[config.mk]
export PLATFORM = sky130hd
export DESIGN_NAME = adcm_top
export DESIGN_NICKNAME = d
export VERILOG_FILES = /design/src/inc/adcm_pkg.sv /design/src/core/adcm_trig_sync.sv /design/src/core/adcm_top.sv
export SDC_FILE = /design/constraint.sdc
export NUM_CORES = 1
export LEC_CHECK = 0
export ABC_AREA = 1
export BUFFER_PORTS_ARGS = -buffer_cell sky130_fd_sc_hd__buf_2
export CORE_MARGIN = 1
export CORE_UTILIZATION = 49
export CTS_BUF_LIST = sky130_fd_sc_hd__clkbuf_2
export CTS_CLUSTER_SIZE = 12
export DETAILED_ROUTE_END_ITERATION = 16
export GPL_TIMING_DRIVEN = 0
export PLACE_DENSITY_LB_ADDON = 0.3
export RECOVER_POWER = 25
export SLEW_MARGIN = 20
export SYNTH_ARGS = -nofsm -noshare
export SYNTH_HDL_FRONTEND = slang
export SYNTH_SLANG_ARGS = --single-unit
[constraint.sdc]
create_clock -name i_core_clk -period 2.6 [get_ports i_core_clk]
set_clock_uncertainty 0.2 [all_clocks]
set_input_delay 0.39 -clock i_core_clk [delete_from_list [all_inputs] [get_ports i_core_clk]]
set_output_delay 0.39 -clock i_core_clk [all_outputs]
set_load 0.05 [all_outputs]
[src/inc/adcm_pkg.sv]
// adcm_pkg: register map, field layouts and timing counts of the converter mode/timing control
package adcm_pkg;

  // ==========================================================
  // register map
  localparam logic [27:0] ADCM_ADDR_MODE0 = 28'hffff200;
  localparam logic [27:0] ADCM_ADDR_MODE1 = 28'hffff201;
  localparam logic [7:0] ADCM_MODE0_RST = 8'h00;
  localparam logic [7:0] ADCM_MODE1_RST = 8'h00;

  // ==========================================================
  // field layouts
  typedef struct packed {
    logic conv_enable;        // bit 7
    logic zero6;              // bit 6, reads zero
    logic [1:0] op_mode;      // op_mode_hi, op_mode_lo
    logic [1:0] trig_edge;    // trig_edge_hi, trig_edge_lo
    logic hw_trigger_select;  // bit 1
    logic conv_busy_flag;     // bit 0, read only
  } adcm_mode0_t;

  typedef struct packed {
    logic high_speed_select;  // bit 7
    logic [3:0] zero6_3;      // reads zero
    logic [2:0] conv_time_sel;
  } adcm_mode1_t;

  // op_mode[1] set means one-shot
  localparam int ADCM_OP_ONESHOT_BIT = 1;
  localparam logic [1:0] ADCM_EDGE_FALL = 2'h1;
  localparam logic [1:0] ADCM_EDGE_RISE = 2'h2;
  localparam logic [1:0] ADCM_EDGE_BOTH = 2'h3;

  // ==========================================================
  // timing counts in fxx cycles, indexed by conv_time_sel
  localparam logic [7:0] ADCM_STAB_CYC [0:7] = '{8'h0d, 8'h1a, 8'h27, 8'h32, 8'h32, 8'h32, 8'h32, 8'h32};
  localparam logic [7:0] ADCM_CONV_CYC [0:7] = '{8'h1a, 8'h34, 8'h4e, 8'h68, 8'h82, 8'h9c, 8'hb6, 8'hd0};
  localparam logic [7:0] ADCM_RESP_BASE = 8'h04;
  localparam int ADCM_RESULT_LSB = 6;

  typedef enum logic [2:0] {
    ADCM_S_IDLE,
    ADCM_S_STAB,
    ADCM_S_TWAIT,
    ADCM_S_TRESP,
    ADCM_S_CONV,
    ADCM_S_WAITP,
    ADCM_S_DONE
  } adcm_state_t;

endpackage : adcm_pkg

[src/core/adcm_trig_sync.sv]
// adcm_trig_sync: trigger pin synchroniser with filtered edge pulses
`timescale 1ns/1ps
module adcm_trig_sync (
  // clock and reset
  input wire logic i_core_clk,
  input wire logic i_rst,
  // asynchronous pin
  input wire logic i_pin,
  // one-cycle edge pulses
  output logic o_rise,
  output logic o_fall
);

  logic s1_r;
  logic s2_r;
  logic s3_r;
  logic lvl_r;

  always_ff @(posedge i_core_clk) begin
    if (i_rst) begin
      s1_r <= 1'b0;
      s2_r <= 1'b0;
      s3_r <= 1'b0;
    end else begin
      s1_r <= i_pin;
      s2_r <= s1_r;
      s3_r <= s2_r;
    end
  end

  // a change counts only once stages two and three agree
  always_ff @(posedge i_core_clk) begin
    if (i_rst) begin
      lvl_r <= 1'b0;
      o_rise <= 1'b0;
      o_fall <= 1'b0;
    end else begin
      o_rise <= 1'b0;
      o_fall <= 1'b0;
      if (s2_r == s3_r && s3_r != lvl_r) begin
        lvl_r <= s3_r;
        o_rise <= s3_r;
        o_fall <= ~s3_r;
      end
    end
  end

endmodule : adcm_trig_sync

[src/core/adcm_top.sv]
// adcm_top: mode registers and conversion sequencing of the 10-bit converter
//
// Behaviour
// RULE1: enable bit 0 stops, 1 enables conversion
// RULE2: mode field selects continuous/one-shot, select/scan
// RULE3: edge field selects none, falling, rising, both
// RULE4: trigger bit selects software or hardware trigger
// RULE5: busy bit reads 1 while converting
// RULE6: writes to busy bit are discarded
// RULE7: reset clears first mode register
// RULE8: byte or single-bit reads and writes
// RULE9: software keeps time code while enabled
// RULE10: some modes: software writes only while stopped
// RULE11: software trigger: busy write restarts conversion
// RULE12: hardware trigger: busy write returns to waiting
// RULE13: software pairs hardware trigger with high speed
// RULE14: no trigger during first stabilization
// RULE15: normal short codes: stab, conv, wait counts
// RULE16: codes 011-111: stab 50, longer conversions
// RULE17: trigger response delay 4 plus code
// RULE18: software avoids codes barred for its clock
// RULE19: software avoids first register on slow clocks
// RULE20: software disables converter when unused
// RULE21: normal mode: end event after wait period
// RULE22: high speed: end event right after conversion
// RULE23: continuous high speed: stabilize only once
// RULE24: result in upper ten bits, low six zero
// RULE25: interval counters run on fxx, restart
// RULE26: speed bit selects mode, bits 6-3 zero
`timescale 1ns/1ps
module adcm_top
  import adcm_pkg::*;
(
  // clock and reset
  input wire logic i_core_clk,
  input wire logic i_rst,
  // peripheral register port
  input wire logic [27:0] i_addr,
  input wire logic i_wr_en,
  input wire logic i_rd_en,
  input wire logic i_bit_access,
  input wire logic [2:0] i_bit_idx,
  input wire logic [7:0] i_wdata,
  output logic [7:0] o_rdata,
  // writes to the channel, compare and trigger-source registers
  input wire logic i_other_ctl_wr,
  // trigger sources
  input wire logic i_ext_trigger_pin,
  input wire logic i_timer_trig,
  input wire logic i_timer_src_sel,
  // analog core
  input wire logic [9:0] i_sar_result,
  // status and result
  output logic o_conv_busy_flag,
  output logic o_conv_end_irq,
  output logic [15:0] o_result
);

  // ==========================================================
  // registers and access decode
  adcm_mode0_t m0_r;
  adcm_mode1_t m1_r;
  adcm_mode0_t m0_nxt;
  adcm_mode1_t m1_nxt;
  adcm_state_t st_r;
  adcm_state_t st_nxt;
  logic [7:0] cnt_r;
  logic [7:0] cnt_nxt;
  logic [7:0] cyc_r;
  logic wr0;
  logic wr1;
  logic ld;
  logic cnt_done;
  logic restart;
  logic hw_trig;
  logic ext_rise;
  logic ext_fall;
  logic ext_ev;
  logic end_ev;
  logic busy_nxt;
  logic [2:0] code;

  assign wr0 = i_wr_en && i_addr == ADCM_ADDR_MODE0;
  assign wr1 = i_wr_en && i_addr == ADCM_ADDR_MODE1;
  assign code = m1_r.conv_time_sel;

  // merge a byte or single-bit write into the current value
  function automatic logic [7:0] merge(input logic [7:0] cur, input logic bitop, input logic [2:0] idx,
                                       input logic [7:0] wd);
    logic [7:0] v;
    v = cur;
    if (bitop) begin
      v[idx] = wd[0];
    end else begin
      v = wd;
    end
    return v;
  endfunction : merge

  always_comb begin
    m0_nxt = m0_r;
    m1_nxt = m1_r;
    if (wr0) begin
      m0_nxt = adcm_mode0_t'(merge(m0_r, i_bit_access, i_bit_idx, i_wdata)); // RULE8
      m0_nxt.zero6 = 1'b0;
      m0_nxt.conv_busy_flag = 1'b0; // RULE6
    end
    if (wr1) begin
      m1_nxt = adcm_mode1_t'(merge(m1_r, i_bit_access, i_bit_idx, i_wdata)); // RULE8
      m1_nxt.zero6_3 = 4'h0; // RULE26
    end
  end

  always_ff @(posedge i_core_clk) begin
    if (i_rst) begin
      m0_r <= adcm_mode0_t'(ADCM_MODE0_RST); // RULE7
      m1_r <= adcm_mode1_t'(ADCM_MODE1_RST);
    end else begin
      m0_r <= m0_nxt;
      m1_r <= m1_nxt;
    end
  end

  // busy bit is not stored in the register; it is the live sequencer status
  always_ff @(posedge i_core_clk) begin
    if (i_rst) begin
      o_rdata <= 8'h00;
    end else if (i_rd_en) begin
      logic [7:0] v;
      v = 8'h00;
      if (i_addr == ADCM_ADDR_MODE0) begin
        v = {m0_r[7:1], o_conv_busy_flag}; // RULE5
      end else if (i_addr == ADCM_ADDR_MODE1) begin
        v = m1_r;
      end
      o_rdata <= i_bit_access ? {7'h00, v[i_bit_idx]} : v; // RULE8
    end
  end

  // ==========================================================
  // trigger selection
  adcm_trig_sync u_sync (
    .i_core_clk(i_core_clk),
    .i_rst(i_rst),
    .i_pin(i_ext_trigger_pin),
    .o_rise(ext_rise),
    .o_fall(ext_fall)
  );

  always_comb begin
    unique case (m0_r.trig_edge)
      ADCM_EDGE_FALL: ext_ev = ext_fall; // RULE3
      ADCM_EDGE_RISE: ext_ev = ext_rise; // RULE3
      ADCM_EDGE_BOTH: ext_ev = ext_rise | ext_fall; // RULE3
      default: ext_ev = 1'b0;
    endcase
  end

  assign hw_trig = i_timer_src_sel ? i_timer_trig : ext_ev; // RULE4

  // ==========================================================
  // sequencer
  assign cnt_done = cnt_r == 8'h00;
  // restart only in high-speed continuous modes; other modes are written while stopped
  assign restart = (wr0 || i_other_ctl_wr) && o_conv_busy_flag && m1_r.high_speed_select
                   && !m0_r.op_mode[ADCM_OP_ONESHOT_BIT];

  function automatic adcm_state_t after_conv(input adcm_mode0_t m0, input logic hs);
    if (m0.hw_trigger_select) begin
      return ADCM_S_TWAIT;
    end else if (m0.op_mode[ADCM_OP_ONESHOT_BIT]) begin // RULE2
      return ADCM_S_DONE;
    end else if (hs) begin
      return ADCM_S_CONV; // RULE23
    end
    return ADCM_S_STAB;
  endfunction : after_conv

  always_comb begin
    st_nxt = st_r;
    end_ev = 1'b0;
    if (!m0_nxt.conv_enable) begin
      st_nxt = ADCM_S_IDLE; // RULE1
    end else if (!m0_r.conv_enable) begin
      st_nxt = ADCM_S_STAB; // RULE1
    end else if (restart) begin
      st_nxt = m0_r.hw_trigger_select ? ADCM_S_TWAIT : ADCM_S_STAB; // RULE11 RULE12
    end else begin
      unique case (st_r)
        ADCM_S_STAB: if (cnt_done) st_nxt = m0_r.hw_trigger_select ? ADCM_S_TWAIT : ADCM_S_CONV;
        ADCM_S_TWAIT: if (hw_trig) st_nxt = ADCM_S_TRESP; // RULE4
        ADCM_S_TRESP: if (cnt_done) st_nxt = ADCM_S_CONV;
        ADCM_S_CONV: begin
          if (cnt_done && m1_r.high_speed_select) begin
            st_nxt = after_conv(m0_r, 1'b1);
            end_ev = 1'b1; // RULE22
          end else if (cnt_done) begin
            st_nxt = ADCM_S_WAITP;
          end
        end
        ADCM_S_WAITP: begin
          if (cnt_done) begin
            st_nxt = after_conv(m0_r, 1'b0);
            end_ev = 1'b1; // RULE21
          end
        end
        ADCM_S_IDLE, ADCM_S_DONE: st_nxt = st_r;
      endcase
    end
  end

  // counter reloads on every state entry, restart or completed interval
  assign ld = st_nxt != st_r || restart || cnt_done;

  always_comb begin
    cnt_nxt = 8'h00;
    unique case (st_nxt)
      ADCM_S_STAB: cnt_nxt = ADCM_STAB_CYC[code] - 8'h01; // RULE15 RULE16
      ADCM_S_TRESP: cnt_nxt = ADCM_RESP_BASE + {5'h00, code} - 8'h01; // RULE17
      ADCM_S_CONV, ADCM_S_WAITP: cnt_nxt = ADCM_CONV_CYC[code] - 8'h01; // RULE15 RULE16
      ADCM_S_IDLE, ADCM_S_TWAIT, ADCM_S_DONE: cnt_nxt = 8'h00;
    endcase
  end

  always_ff @(posedge i_core_clk) begin
    if (i_rst) begin
      st_r <= ADCM_S_IDLE;
      cnt_r <= 8'h00;
    end else begin
      st_r <= st_nxt;
      cnt_r <= ld ? cnt_nxt : cnt_r - 8'h01; // RULE25
    end
  end

  assign busy_nxt = st_nxt inside {ADCM_S_STAB, ADCM_S_TRESP, ADCM_S_CONV, ADCM_S_WAITP};

  always_ff @(posedge i_core_clk) begin
    if (i_rst) begin
      o_conv_busy_flag <= 1'b0;
      o_conv_end_irq <= 1'b0;
      o_result <= 16'h0000;
    end else begin
      o_conv_busy_flag <= busy_nxt; // RULE5
      o_conv_end_irq <= end_ev;
      if (st_r == ADCM_S_CONV && cnt_done && !restart) begin
        o_result <= {i_sar_result, 6'h00}; // RULE24
      end
    end
  end

  // ==========================================================
  // checks
  always_ff @(posedge i_core_clk) begin
    if (i_rst || ld) begin
      cyc_r <= 8'h00;
    end else begin
      cyc_r <= cyc_r + 8'h01;
    end
  end

  a_stop_when_off: assert property (@(posedge i_core_clk) disable iff (i_rst) // RULE1
    !m0_r.conv_enable |-> st_r == ADCM_S_IDLE && !o_conv_busy_flag)
    else $error("converter active while disabled");

  a_reset_clears: assert property (@(posedge i_core_clk) // RULE7
    i_rst |=> m0_r == ADCM_MODE0_RST && m1_r == ADCM_MODE1_RST)
    else $error("mode registers not cleared by reset");

  a_busy_readback: assert property (@(posedge i_core_clk) disable iff (i_rst) // RULE5
    i_rd_en && !i_bit_access && i_addr == ADCM_ADDR_MODE0 |=> o_rdata[0] == $past(o_conv_busy_flag))
    else $error("busy bit read back wrong");

  a_busy_write_ignored: assert property (@(posedge i_core_clk) disable iff (i_rst) // RULE6
    wr0 |=> !m0_r.conv_busy_flag && !m0_r.zero6)
    else $error("write reached busy bit");

  a_stab_length: assert property (@(posedge i_core_clk) disable iff (i_rst) // RULE15
    st_r == ADCM_S_STAB && cnt_done |-> cyc_r == ADCM_STAB_CYC[code] - 8'h01)
    else $error("stabilization length wrong");

  a_conv_length: assert property (@(posedge i_core_clk) disable iff (i_rst) // RULE16
    st_r == ADCM_S_CONV && cnt_done |-> cyc_r == ADCM_CONV_CYC[code] - 8'h01)
    else $error("conversion length wrong");

  a_resp_length: assert property (@(posedge i_core_clk) disable iff (i_rst) // RULE17
    st_r == ADCM_S_TRESP && cnt_done |-> cyc_r == ADCM_RESP_BASE + {5'h00, code} - 8'h01)
    else $error("trigger response length wrong");

  a_irq_after_wait: assert property (@(posedge i_core_clk) disable iff (i_rst) // RULE21
    o_conv_end_irq && !$past(m1_r.high_speed_select) |-> $past(st_r) == ADCM_S_WAITP)
    else $error("normal mode end event without wait");

  a_irq_high_speed: assert property (@(posedge i_core_clk) disable iff (i_rst) // RULE22
    st_r == ADCM_S_CONV && cnt_done && m1_r.high_speed_select && !restart && m0_nxt.conv_enable
    |=> o_conv_end_irq && st_r != ADCM_S_WAITP)
    else $error("high speed end event late");

  a_cont_no_stab: assert property (@(posedge i_core_clk) disable iff (i_rst) // RULE23
    st_r == ADCM_S_CONV && st_nxt != ADCM_S_CONV && m1_r.high_speed_select && !restart
    |-> st_nxt != ADCM_S_STAB)
    else $error("stabilization between high speed conversions");

  a_hw_abort: assert property (@(posedge i_core_clk) disable iff (i_rst) // RULE12
    restart && m0_r.hw_trigger_select && m0_nxt.conv_enable |=> st_r == ADCM_S_TWAIT && !o_conv_busy_flag)
    else $error("hardware mode abort did not return to waiting");

  a_result_low_zero: assert property (@(posedge i_core_clk) disable iff (i_rst) // RULE24
    o_conv_end_irq && !$past(m1_r.high_speed_select, 1) |-> o_result[5:0] == 6'h00)
    else $error("result low bits not zero");

endmodule : adcm_top

==> flow_summary.ini <==
[status]
status = complete, but fails checks
violations = setup timing

[layout]
final_area_um2 = 4110
nNetsFinal = 662
n_antenna_cell = 0
syn2layout_area_growth_pct = 33.1
drive_gt1_frac = 0.326

[yosys]
synth_cell_types = 40
ys_ff_latch = 46
ys_seq_area_frac = 0.298
avgSynthCellArea_um2 = 6.49
synth.area.top_cells = dfxtp_1 (30%), nand2_1 (14%), a21oi_1 (7.0%)
synth_edf_count = 0
async_flop_share = 0
yosysTopAreaCell = dfxtp_1
yosysTopAreaCellShare = 0.298
syn_area_um2 = 3090
syn_inst = 476
yosys_warnings = 0
ys.flop_type = dfxtp_1

[route]
finalWirelength_mm = 8.71
wire_per_inst_um = 13.0
drtPass1Iterations = 8
num_vias = 3486
drcViolationCount = 0
drtIter0Drc = 250
postRouteAntennaNets = 0
vias_per_cell = 5.20

[run]
drv_cap = 0

[sta]
drv_slew = 0
finalHoldViolCount = 0
post-route-period-util = 1.03
finalSetupViolCount = 7
max_slew.worst_pin.slew_ps = 653
fin_crit_ps = 2680
fin_ws_ps = -83.3
rsz0062_at_grt = yes
relSlewSlack = 0.565
max_freq_mhz = 373

[setup_path]
critPathCaptureType = flop
cp_slowest_cell = dfxtp_2
reg2reg_from = cnt_r[1]
crit_fanout = 5
reg2reg_depth = 20
worstPathCellList = inv_2 -> ha_4 -> nand2_8 -> nor2_4 -> buf_6 -> nand2_1 -> o21ai_2 -> nand2_1 -> nand3_2 -> nor2_8 -> nand2_8 -> nand2_4 -> o21ai_4 -> inv_2 -> ha_4 -> nand3_4 -> nor2_4 -> xor2_1 -> nand2_1 -> a21oi_2
worstSetupPathType = flop to flop
cp_data_required_time_ps = 2780
critical_path.max_stage_delay_ps = 400
arrival_ps = 2860
cpMostUsedCell = nand2_1
regToRegSetupSlack_ps = -80
start_kind = flop
r2r-end = cnt_r[4]

[clocking]
clock-sinks = 46
clk_pin_slew_worst_paths_ps = 250
clk_root_buffer_cell = clkbuf_2
insertion_delay_ps = 420
cts.path.max_buffers = 2
cts_buffers = 5
htreeDepth = 2
cts_tree = done

[worst_hold_path]
hp-class = input pin to flop
hold-path-cell-count = 3
min_from = i_wdata[0]
min_to = code[0]

[floorplan]
dieArea_um2 = 6630
die_w_um = 81.4
start_util = 0.516
die_y_um = 81.4
core.rowCount = 28
pin_count = 84
coreArea_um2 = 5990

[power_and_ir_drop]
power.density_nw_per_um2 = 517
p_int_w = 0.00136
p_sw_w = 0.000766
p_clk_frac = 0.190
total_power_w = 0.00213
pwr-share-comb = 0.432
p_leak_nw = 1.97
ir_drop_v = 0.000430
power_frac_seq = 0.378
p_sw_frac = 0.360

[global_route]
grt_pass1_wl_mm = 14.2
grt_max_degree = 14
grt_util_all_layers = 0.277
antenna_found_initial = 0
grt_pass1_vias = 3292
grt_overflow = 0

[placed_design]
gp_congestion = 0.946
post-place-ws_ps = -442
post_dp_cell_area_um2 = 3590
io_buffers = 74
dpl.hpwl_mm = 6.00
critical path: cells and delay by family, from the launching register on:
family / cells / cell delay (ps)
AO/OA/AOI/OAI: 3 / 250
XOR/XNOR: 1 / 180
adder cells (fa/ha/maj): 2 / 320
flip-flops: 1 / 400
buffers and inverters: 3 / 260
AND/OR/NAND/NOR: 11 / 1030
worst max-delay path by stage:
stage	startpoint	endpoint	depth (start not counted)
after floorplan	i_addr[11]	cnt_r[4]	20
after global placement	i_addr[11]	cnt_r[4]	21
after detailed placement	i_addr[11]	cnt_r[4]	20
after CTS	cnt_r[2]	cnt_r[4]	19
after global routing	cnt_r[1]	cnt_r[3]	21
final	cnt_r[1]	cnt_r[4]	20
metrics by stage:
stage / TNS [ps] / util / instances / hold slack [ps]
after detailed placement: -1990 / 0.599 / 631 / 198
after global placement: -1560 / 0.599 / 631 / 192
after global routing: -1370 / 0.686 / 671 / 44.0
after CTS: -23.4 / 0.657 / 663 / 55.5
after floorplan: 0 / - / 482 / 188
final: -358 / 0.686 / 671 / 76.6
cell families (layout without fill, tap and decap cells):
kind of cell,after synthesis,after routing,share of synthesized area
xor gates and xnor gates,7,7,0.0198
and+or+nand+nor,247,248,0.385
other,1,7,0.00121
buffers and inverters,76,189,0.102
DFF,46,46,0.298
AOI/OAI and AO/OA,90,90,0.158
adders and majority gates,9,9,0.0365
power by group through the flow:
stage / Combinational [W] / Sequential (W) / Clock, W
after floorplan: 0.000463 / 0.000792 / 0
after global placement: 0.000581 / 0.000795 / 0
after detailed placement: 0.000597 / 0.000797 / 0
after CTS: 0.000740 / 0.000793 / 0.000410
after global routing: 0.00101 / 0.000808 / 0.000440
final: 0.000918 / 0.000803 / 0.000404
Yosys cell counts, types with 2 or more instances:
cell type and instances:
nand3_1 34, nand2_2 6, inv_2 12, a211oi_1 2
xor2_1 4, nor3_1 6, nand2_1 119, o32ai_1 3
dfxtp_1 46, o21ai_1 3, xnor2_1 3, buf_4 7
nor2_2 8, nand3_2 3, nand2_4 6, ha_1 9
nor2_1 49, o21ai_0 32, inv_1 48, nor3_2 2
clkbuf_1 7, nand3b_1 2, nor2_4 2, nand4_1 3
nor2_8 3, a21oi_1 43
cells in the final DEF, fill, tap and decap left out, types with 3 or more instances in the layout:
cell / instances
nand4_1: 3
conb_1: 7
nand2_1: 111
dfxtp_2: 10
clkbuf_1: 7
o32ai_1: 3
a21oi_2: 4
inv_2: 14
nor2_4: 9
a21oi_1: 40
xnor2_1: 3
nor3_1: 6
nand2_2: 12
buf_2: 74
nor2_1: 44
ha_1: 7
nand3_2: 6
nand3_1: 30
clkbuf_2: 7
inv_1: 45
nor2_2: 7
dlygate4sd3_1: 11
o21ai_0: 30
o21ai_1: 3
dfxtp_1: 35
buf_4: 26
nand2_4: 6
nor2_8: 3
xor2_1: 3
metal layers:
layer / wire [um] / GRT usage / share of wire
met1: 3750 / 0.338 / 0.43
met2: 4240 / 0.489 / 0.49
met3: 539 / 0.0472 / 0.062
met4: 174 / 0.0893 / 0.020
met5: 0 / 0 / 0
timing repair:
item | CTS | global route
setup buffers | 12 | 8
hold buffers | 11 | 0
hold endpoints to repair | 11 | 0
gates cloned | 1 | 0
pin swaps | 15 | 20
endpoints found under the setup margin | 7 | 8
resized for setup | 30 | 31
layout make-up:
class | count | area [um^2]
Clock inverter | 1 | 30.0
Multi-Input combinational cell | 361 | 2060
Tap cell | 75 | 93.8
Buffer | 15 | 82.6
Timing Repair Buffer | 105 | 634
Inverter | 61 | 234
Fill cell | 534 | 1880
Sequential cell | 46 | 937
Clock buffer | 7 | 35.0
flip-flops by register name, summed over array words and instances (netlist names):
| signal | flops |
|---|---|
| m0_r | 6 |
| code | 3 |
| u_sync.s2_r | 1 |
| cnt_r | 8 |
| st_r | 3 |
| u_sync.lvl_r | 1 |
| o_conv_busy_flag | 1 |
| u_sync.s1_r | 1 |
| u_sync.o_rise | 1 |
| o_result | 10 |
| m1_r | 1 |
| u_sync.o_fall | 1 |
| o_rdata | 7 |
| u_sync.s3_r | 1 |
| o_conv_end_irq | 1 |
No activity file was read; power rests on OpenSTA's default activity.
